$ cat config.mk
export PLATFORM = sky130hd
export DESIGN_NAME = pic_ctrl
export DESIGN_NICKNAME = d
export VERILOG_FILES = /design/src/hw/pic_pkg.sv /design/src/hw/pic_ctrl.sv /design/src/hw/pic_prio.sv
export SDC_FILE = /design/constraint.sdc
export NUM_CORES = 1
export LEC_CHECK = 0
export ABC_AREA = 1
export CAP_MARGIN = 25
export CORE_MARGIN = 3
export CORE_UTILIZATION = 45
export DETAILED_ROUTE_END_ITERATION = 10
export DONT_BUFFER_PORTS = 1
export PLACE_DENSITY = 0.72
export SLEW_MARGIN = 20
export SYNTH_ARGS = -nofsm -noshare
export SYNTH_HDL_FRONTEND = slang
export SYNTH_HIERARCHICAL = 1
export SYNTH_SLANG_ARGS = --single-unit
$ cat constraint.sdc
create_clock -name mclk_i -period 1.3 [get_ports mclk_i]
set_input_delay 0.13 -clock mclk_i [delete_from_list [all_inputs] [get_ports mclk_i]]
set_output_delay 0.13 -clock mclk_i [all_outputs]
set_load 0.02 [all_outputs]
$ cat src/hw/pic_pkg.sv
`default_nettype none

package pic_pkg;

    // Source indices in fixed priority order, 0 ranks highest
    localparam int NUM_SRC = 7;
    localparam int SRC_EXT0 = 0;
    localparam int SRC_EXT1 = 1;
    localparam int SRC_TMRA = 2;
    localparam int SRC_TMRB = 3;
    localparam int SRC_TMRC = 4;
    localparam int SRC_ADC = 5;
    localparam int SRC_SER = 6;

    // Register byte addresses
    localparam logic [7:0] ADDR_FLAGS = 8'h00;
    localparam logic [7:0] ADDR_MASKS = 8'h04;
    localparam logic [7:0] ADDR_CTRL = 8'h08;
    localparam logic [7:0] ADDR_STAT = 8'h0C;
    localparam logic [7:0] ADDR_IRQ_EN = 8'h10;
    localparam logic [7:0] ADDR_IRQ_CLR = 8'h14;

    // Values after reset
    localparam logic [6:0] FLAGS_RST = 7'h00;
    localparam logic [6:0] MASKS_RST = 7'h7F;
    localparam logic GIE_RST = 1'b0;

    // Vector base and spacing in program words
    localparam logic [13:0] VEC_BASE = 14'h0002;
    localparam logic [13:0] VEC_STEP = 14'h0002;

    // Stack pointer decrement per accepted interrupt
    localparam logic [9:0] SP_DEC = 10'h004;

    // Event status bits of the interrupt output
    localparam int EVT_ACCEPT = 0;
    localparam int EVT_RETURN = 1;
    localparam int NUM_EVT = 2;

    typedef struct packed {
        logic [13:0] pc;
        logic carry_bit;
        logic status_bit;
    } pic_ctx_t;

    typedef enum logic [3:0] {
        ST_IDLE = 4'b0001,
        ST_WAIT = 4'b0010,
        ST_SAVE = 4'b0100,
        ST_VEC = 4'b1000
    } pic_state_t;

endpackage : pic_pkg

`default_nettype wire

$ cat src/hw/pic_ctrl.sv
//////////////////////////////////////////////////////////////////////////////
//////////////////////////////////////////////////////////////////////////////
//
// Implementation choices: the placing of the registers and the AHB-Lite slave port.
`timescale 1ns/10ps
`default_nettype none

module pic_ctrl #(
    parameter bit HAS_EXT1 = 1'b1,
    parameter bit HAS_TMRA = 1'b1
) (
    // Clock and reset
    input wire logic mclk_i,
    input wire logic srst_i,
    // AHB-Lite slave
    input wire logic hsel_i,
    input wire logic [31:0] haddr_i,
    input wire logic [1:0] htrans_i,
    input wire logic hwrite_i,
    input wire logic [2:0] hsize_i,
    input wire logic [31:0] hwdata_i,
    input wire logic hready_i,
    output logic [31:0] hrdata_o,
    output logic hreadyout_o,
    output logic hresp_o,
    // External request pins
    input wire logic ext_irq_pin_0_i,
    input wire logic ext_irq_pin_1_i,
    // Peripheral events, one-cycle pulses
    input wire logic timer_a_ovf_i,
    input wire logic timer_b_ovf_i,
    input wire logic timer_c_ovf_i,
    input wire logic adc_done_i,
    input wire logic serial_done_i,
    // CPU sequencer side
    input wire logic stop_mode_i,
    input wire logic instr_end_i,
    input wire logic return_from_irq_instr_i,
    input wire logic [13:0] cpu_pc_i,
    input wire logic carry_bit_i,
    input wire logic status_bit_i,
    input wire logic [9:0] cpu_sp_i,
    output logic irq_pending_o,
    output logic cpu_hold_o,
    output logic push_o,
    output pic_pkg::pic_ctx_t push_ctx_o,
    output logic [9:0] sp_nxt_o,
    output logic pc_load_o,
    output logic [13:0] pc_vec_o,
    output logic [2:0] src_idx_o,
    // Interrupt line
    output logic irq_o
);

    localparam logic [6:0] PRESENT = {5'h1F, HAS_EXT1, 1'b1} &
        ~(HAS_TMRA ? 7'h00 : 7'h04);

    //////////////////////////////////////////////////////////////////////////
    // Pin synchronisers and edge detect

    logic [1:0] ext0_sync_r;
    logic [1:0] ext1_sync_r;
    logic [1:0] ext_prev_r;

    // Reset to the pins' idle high level, so leaving reset makes no false edge
    always_ff @(posedge mclk_i) begin
        if (srst_i) begin
            ext0_sync_r <= 2'b11;
            ext1_sync_r <= 2'b11;
            ext_prev_r <= 2'b11;
        end else begin
            ext0_sync_r <= {ext0_sync_r[0], ext_irq_pin_0_i};
            ext1_sync_r <= {ext1_sync_r[0], ext_irq_pin_1_i};
            ext_prev_r <= {ext1_sync_r[1], ext0_sync_r[1]};
        end
    end

    wire ext0_fall = ext_prev_r[0] & ~ext0_sync_r[1];
    wire ext1_fall = ext_prev_r[1] & ~ext1_sync_r[1];

    wire [6:0] hw_set = PRESENT & {serial_done_i, adc_done_i, timer_c_ovf_i,
        timer_b_ovf_i, timer_a_ovf_i, ext1_fall, ext0_fall};

    //////////////////////////////////////////////////////////////////////////
    // AHB-Lite slave

    logic wr_pend_r;
    logic rd_pend_r;
    logic [7:0] addr_r;

    // Compares the latched word address against one register offset
    function automatic logic reg_hit(input logic [7:0] a, input logic [7:0] off);
        return (a == off);
    endfunction : reg_hit

    wire bus_take = hsel_i & hready_i & htrans_i[1];
    wire wr_flags = wr_pend_r & reg_hit(addr_r, pic_pkg::ADDR_FLAGS);
    wire wr_masks = wr_pend_r & reg_hit(addr_r, pic_pkg::ADDR_MASKS);
    wire wr_ctrl = wr_pend_r & reg_hit(addr_r, pic_pkg::ADDR_CTRL);
    wire wr_irq_en = wr_pend_r & reg_hit(addr_r, pic_pkg::ADDR_IRQ_EN);
    wire wr_irq_clr = wr_pend_r & reg_hit(addr_r, pic_pkg::ADDR_IRQ_CLR);

    always_ff @(posedge mclk_i) begin
        if (srst_i) begin
            wr_pend_r <= 1'b0;
            rd_pend_r <= 1'b0;
            addr_r <= 8'h00;
        end else begin
            wr_pend_r <= bus_take & hwrite_i;
            rd_pend_r <= bus_take & ~hwrite_i;
            if (bus_take) begin
                addr_r <= {haddr_i[7:2], 2'b00};
            end
        end
    end

    // Every register answers at once, so the slave never inserts wait states
    assign hreadyout_o = 1'b1;
    assign hresp_o = 1'b0;

    //////////////////////////////////////////////////////////////////////////
    // Flags, masks, global enable

    logic [6:0] flags_r;
    logic [6:0] flags_nxt;
    logic [6:0] masks_r;
    logic [6:0] masks_nxt;
    logic gie_r;
    logic gie_nxt;
    logic accept;

    // Software may only write zero; set beats clear
    assign flags_nxt = wr_flags ?
        ((flags_r & hwdata_i[6:0]) | hw_set) : (flags_r | hw_set);
    // Absent sources stay masked whatever software writes
    assign masks_nxt = wr_masks ? (hwdata_i[6:0] | ~PRESENT) : masks_r;

    // Accept is applied last, so it wins over a return or a software write
    always_comb begin
        gie_nxt = gie_r;
        if (wr_ctrl) begin
            gie_nxt = hwdata_i[0];
        end
        if (return_from_irq_instr_i) begin
            gie_nxt = 1'b1;
        end
        if (accept) begin
            gie_nxt = 1'b0;
        end
    end

    always_ff @(posedge mclk_i) begin
        if (srst_i || stop_mode_i) begin
            flags_r <= pic_pkg::FLAGS_RST;
            masks_r <= pic_pkg::MASKS_RST;
            gie_r <= pic_pkg::GIE_RST;
        end else begin
            flags_r <= flags_nxt;
            masks_r <= masks_nxt;
            gie_r <= gie_nxt;
        end
    end

    //////////////////////////////////////////////////////////////////////////
    // Priority selection

    wire [6:0] presented = flags_r & ~masks_r;
    wire prio_any;
    wire [2:0] prio_idx;

    pic_prio #(
        .N(pic_pkg::NUM_SRC)
    ) u_prio (
        .req_i(presented),
        .any_o(prio_any),
        .idx_o(prio_idx)
    );

    assign irq_pending_o = prio_any;

    //////////////////////////////////////////////////////////////////////////
    // Acceptance sequence

    pic_pkg::pic_state_t state_r;
    pic_pkg::pic_state_t state_nxt;
    logic [2:0] src_r;
    logic push_r;
    logic pc_load_r;
    pic_pkg::pic_ctx_t ctx_r;
    logic [9:0] sp_r;
    logic [13:0] vec_r;

    assign accept = (state_r == pic_pkg::ST_IDLE) & gie_r & prio_any;

    always_comb begin
        state_nxt = pic_pkg::ST_IDLE;
        case (state_r)
            pic_pkg::ST_IDLE: begin
                if (accept) begin
                    state_nxt = pic_pkg::ST_WAIT;
                end else begin
                    state_nxt = pic_pkg::ST_IDLE;
                end
            end
            pic_pkg::ST_WAIT: begin
                // The sequencer may need several cycles to finish its instruction
                if (instr_end_i) begin
                    state_nxt = pic_pkg::ST_SAVE;
                end else begin
                    state_nxt = pic_pkg::ST_WAIT;
                end
            end
            pic_pkg::ST_SAVE: begin
                state_nxt = pic_pkg::ST_VEC;
            end
            pic_pkg::ST_VEC: begin
                state_nxt = pic_pkg::ST_IDLE;
            end
            default: begin
                // An illegal code falls back to idle rather than locking up
                state_nxt = pic_pkg::ST_IDLE;
            end
        endcase
    end

    wire [13:0] vec_calc = pic_pkg::VEC_BASE +
        14'(pic_pkg::VEC_STEP * {11'h000, src_r});

    always_ff @(posedge mclk_i) begin
        if (srst_i) begin
            state_r <= pic_pkg::ST_IDLE;
            src_r <= 3'h0;
            push_r <= 1'b0;
            pc_load_r <= 1'b0;
            ctx_r <= '0;
            sp_r <= 10'h000;
            vec_r <= 14'h0000;
        end else begin
            state_r <= state_nxt;
            push_r <= 1'b0;
            pc_load_r <= 1'b0;
            if (accept) begin
                src_r <= prio_idx;
            end
            // Context is captured once the current instruction ends
            if (state_r == pic_pkg::ST_WAIT && instr_end_i) begin
                ctx_r <= '{pc: cpu_pc_i, carry_bit: carry_bit_i,
                    status_bit: status_bit_i};
                sp_r <= cpu_sp_i - pic_pkg::SP_DEC;
                push_r <= 1'b1;
            end
            // Enable was already dropped at accept, so vectoring follows the save
            if (state_r == pic_pkg::ST_SAVE) begin
                vec_r <= vec_calc;
                pc_load_r <= 1'b1;
            end
        end
    end

    assign cpu_hold_o = (state_r != pic_pkg::ST_IDLE);
    assign push_o = push_r;
    assign push_ctx_o = ctx_r;
    assign sp_nxt_o = sp_r;
    assign pc_load_o = pc_load_r;
    assign pc_vec_o = vec_r;
    assign src_idx_o = src_r;

    //////////////////////////////////////////////////////////////////////////
    // Event status and interrupt line

    logic [1:0] evt_r;
    logic [1:0] evt_en_r;
    wire [1:0] evt_set = {return_from_irq_instr_i, accept};

    always_ff @(posedge mclk_i) begin
        if (srst_i) begin
            evt_r <= 2'b00;
            evt_en_r <= 2'b00;
        end else begin
            // Set beats clear, so an event in the clearing cycle is not lost
            evt_r <= (wr_irq_clr ? (evt_r & ~hwdata_i[1:0]) : evt_r) | evt_set;
            if (wr_irq_en) begin
                evt_en_r <= hwdata_i[1:0];
            end
        end
    end

    assign irq_o = |(evt_r & evt_en_r);

    //////////////////////////////////////////////////////////////////////////
    // Read data

    logic [31:0] rdata_nxt;

    always_comb begin
        case (addr_r)
            pic_pkg::ADDR_FLAGS: begin
                rdata_nxt = {25'h0, flags_r};
            end
            pic_pkg::ADDR_MASKS: begin
                rdata_nxt = {25'h0, masks_r};
            end
            pic_pkg::ADDR_CTRL: begin
                rdata_nxt = {31'h0, gie_r};
            end
            pic_pkg::ADDR_STAT: begin
                rdata_nxt = {22'h0, prio_any, state_r, src_r, evt_r};
            end
            pic_pkg::ADDR_IRQ_EN: begin
                rdata_nxt = {30'h0, evt_en_r};
            end
            default: begin
                rdata_nxt = 32'h0000_0000;
            end
        endcase
    end

    // Muxed from live registers, so a write that just landed reads back at once
    assign hrdata_o = rd_pend_r ? rdata_nxt : 32'h0000_0000;

endmodule : pic_ctrl

`default_nettype wire

$ cat src/hw/pic_prio.sv
`timescale 1ns/10ps
`default_nettype none

module pic_prio #(
    parameter int N = 7
) (
    // Presented requests
    input wire logic [N-1:0] req_i,
    // Grant
    output logic any_o,
    output logic [2:0] idx_o
);

    function automatic logic [2:0] first_set(input logic [N-1:0] v);
        logic [2:0] r;
        r = 3'h0;
        for (int i = N - 1; i >= 0; i--) begin
            if (v[i]) begin
                r = 3'(i);
            end
        end
        return r;
    endfunction : first_set

    // Lowest index wins; others are left untouched
    assign any_o = |req_i;
    assign idx_o = first_set(req_i);

endmodule : pic_prio

`default_nettype wire

==> results.txt <==
In the routed design, unresolved DRC markers number 0. The longest clock path from root to sink contains 2 buffers. The number of non-filler instances in the completed layout came out at 660.

The width of the die is between 90 and 100 um. The overall power after layout is 4.57 mW. The count of filler cells inserted in the layout is 515. The die height came out at roughly 93 um. In this run the count of I/O pins placed on the die edge is between 150 and 200. The TritonCTS buffer count is 9.

The via count is around 3300. The post-synthesis to final-layout area growth came out at 46.6%. The final number of hold-violating endpoints came to 0. The final critical-path required period is around 1700 ps.

After global routing the overflow that remains totals 0. STA classifies the critical path startpoint as a flop. The number of nets with antenna violations after routing came out at 0. The critical path in this run is classified as reg2out. The via count of the first global-routing pass is around 3200. The number of cells on the worst hold path is 2. The register-to-register path setup slack came out at -270 ps.

For this configuration, the core starts out at a cell density of around 47%. The final reports fail on setup timing. Setup total negative slack on the finished layout was measured at -8670 ps. The post-synthesis cell count came out at between 400 and 500.

Across the run, the number of max-cap violations was 0. For this design the static power due to leakage is about 2.3 nW. The share of layout cells above drive strength 1 came out at between 30% and 40%. The number of max-slew violations in the final report came out at 0. The die outline area came out at about 8700 um2. The clock root buffer is sky130_fd_sc_hd__clkbuf_8. The post-synthesis sequential area ratio came out at a little over two fifths. The share of synthesized flip-flops with an asynchronous set or reset is 0%. The least setup slack across all paths after layout is -436 ps. The tree built by TritonCTS fans out to 71 sinks. The H-tree depth came out at 3. The number of placed instances, taps included is approximately 570. The number of synthesis warnings came out at 6.

By count the netlist is led by 74 x sky130_fd_sc_hd__nor2_1, 71 x sky130_fd_sc_hd__dfxtp_1, 67 x sky130_fd_sc_hd__nand2_1. The initial DRC count came out at 121. On the critical path, the stage with the largest delay is an instance of sky130_fd_sc_hd__dfxtp_4. The worst register-to-register path begins at flags_r[6].

Cells fill 68.5% of the core in the end. For this run, the leading register cell type out of synthesis is sky130_fd_sc_hd__dfxtp_1. The routed via count divided by cell count is around 5.0.

The total power divided by cell area came out at around 910 nW/um2. The unique cell type count in the Yosys netlist is 34. Setup violations remaining at the end of the flow were counted as 55. The run finished, with violations left. The global routing usage summed across all routing layers is a little over a fifth.

The number of antenna violations at the first check in global routing came out at 0. The area share of the largest cell type after synthesis came out at 41.7%. The placed instances occupy a cell area of approximately 3600 um2. The mean instance size in the synthesized netlist came out at about 7.5 um2. By area the synthesized netlist is led by sky130_fd_sc_hd__dfxtp_1 42%, sky130_fd_sc_hd__nor2_1 8.1%, sky130_fd_sc_hd__buf_4 7.7%. The endpoint required time on the critical path is 1170 ps.

The flip-flop and latch count after synthesis is a little over 70. The maximum frequency from static timing analysis is approximately 580 MHz. The fraction of the cycle the final worst path needs is 134%. The worst hold margin is approximately 4.9 ps. Walking the worst path, the cells encountered are nor2_8, nand2_4, nor2_4, buf_12, inv_6, nor3_4, buf_6. The delay of the slowest critical-path stage is around 370 ps. The final clock skew came out at ~12 ps. The classification of the worst-slack hold path is in2reg. For hold timing, the worst endpoint is addr_r[3]. The worst reg-to-reg path cell count is 9.

Setup repair after global routing could not meet its margin everywhere. The critical path contains buffers and inverters numbering 3 combined. The largest vdd supply drop came out at 0.000529 V. The first detailed-routing pass ran for 4 iterations. The sum of net half-perimeters after detailed placement is around 5600 um. The number of nets in the layout is about 670. The wire length per cell after detailed routing is between 15 and 20 um. At the end of routability-driven placement, the weighted congestion stood at 0.879.

The placement-stage worst setup slack is -120 ps. Entering global routing, the biggest net connects 33 pins. The worst setup path is captured at an output pin. The clock tree from TritonCTS is yes. The count of buffers inserted at the top-level ports came out at 0.

The area of all placed cells without fillers came out at between 4000 and 5000 um2. The area of the mapped netlist is about 3400 um2. The routed design has 10200 um of wire. The wire length of the first global-routing pass came out at roughly 15000 um. The transition time at the pin with the least slew margin came out at 724 ps. The critical-path maximum fanout came out at 6. The cell type with the highest aggregate area in the netlist is sky130_fd_sc_hd__dfxtp_1.

The area inside the core boundary came out at approximately 7300 um2. The clock slew seen by the registers of the worst setup and hold paths is ~80 ps. The cell family contributing the most delay on the critical path is simple AND/OR/NAND/NOR gates. The relative max-transition margin came out at between 50% and 60%. The endpoint identified for the worst register-to-register timing path is src_idx_o[2]. The number of enable-type register cells in the synthesized netlist came out at 0. The cell row count came out at 31. The count of antenna diodes in the layout came out at 0. The worst hold path begins at haddr_i[3].

STA puts the critical path data arrival time at ~1600 ps. Yosys instantiated no cell more often than sky130_fd_sc_hd__nor2_1. Clock latency on the worst-skew pair, taken at its later pin, is approximately 340 ps.
-- worst max-delay path by stage --
| stage | from | endpoint | slack [ps] | cells after the start |
|---|---|---|---|---|
| floorplan | addr_r[7] | hrdata_o[7] | -120 | 5 |
| CTS | addr_r[6] | hrdata_o[9] | -450 | 6 |
| finish | addr_r[7] | hrdata_o[8] | -440 | 7 |
| detailed placement | addr_r[7] | hrdata_o[1] | -120 | 7 |
| global route | addr_r[7] | hrdata_o[6] | -520 | 8 |
| global placement | addr_r[7] | hrdata_o[1] | -100 | 7 |
-- layout make-up --
class	count	area [um2]	share of cell area [%]
multi-input cells	314	1960	39.2
inverters	59	239	4.78
repair buffers	101	1040	20.8
flip-flops and latches	71	1450	28.9
clock inverters	3	42.5	0.851
well taps	99	124	2.48
clock buffers	13	149	2.98
-- sequential cells by signal (all words and copies together), names as in the netlist, 3 cells and up --
signal and cells:
masks_r 7, pc_vec_o 4, addr_r 6, state_r 3, src_idx_o 3, sp_nxt_o 10
push_ctx_o 16, flags_r 7
-- cell families after synthesis --
kind of cell	after synthesis	share of synthesized area, %
compound gates	87	14.8
xor+xnor	6	1.54
fa+ha+maj	2	0.734
buf+inv	105	15.9
flops	71	41.7
other cells	2	0.220
simple gates	184	25.1
-- report_power, final --
group	internal, mW	switching, mW
registers	2.21	0.0299
logic	0.245	0.335
clock network	0.939	0.811
-- cells in the final DEF, fill, tap and decap left out, drive strengths merged, types with 11 or more instances in the layout --
cell type	n
conb	34
nor2	84
a21oi	33
dlygate4sd3	42
clkbuf	15
buf	57
nand3	11
dfxtp	71
inv	59
nand2	71
o21ai	38
o211ai	12
-- layer usage --
| layer | GRT usage [%] | vias up | share of wire, % |
|---|---|---|---|
| met5 | 0 | - | 0 |
| met4 | 8.42 | 0 | 2.9 |
| met3 | 5.15 | 26 | 7.5 |
| met2 | 37.5 | 157 | 51 |
| met1 | 25.7 | 1526 | 39 |
| li1 | - | 1592 | - |
-- what timing repair did --
item                                    in CTS  in global routing
gates cloned                                 1                  2
resized for setup                           38                105
pin swaps                                   24                 31
endpoints found under the hold margin       53                  0
endpoints found under the setup margin      26                 44
hold buffers                                42                  0
setup buffers                               13                 12
Power figures use the tool's default switching activity.
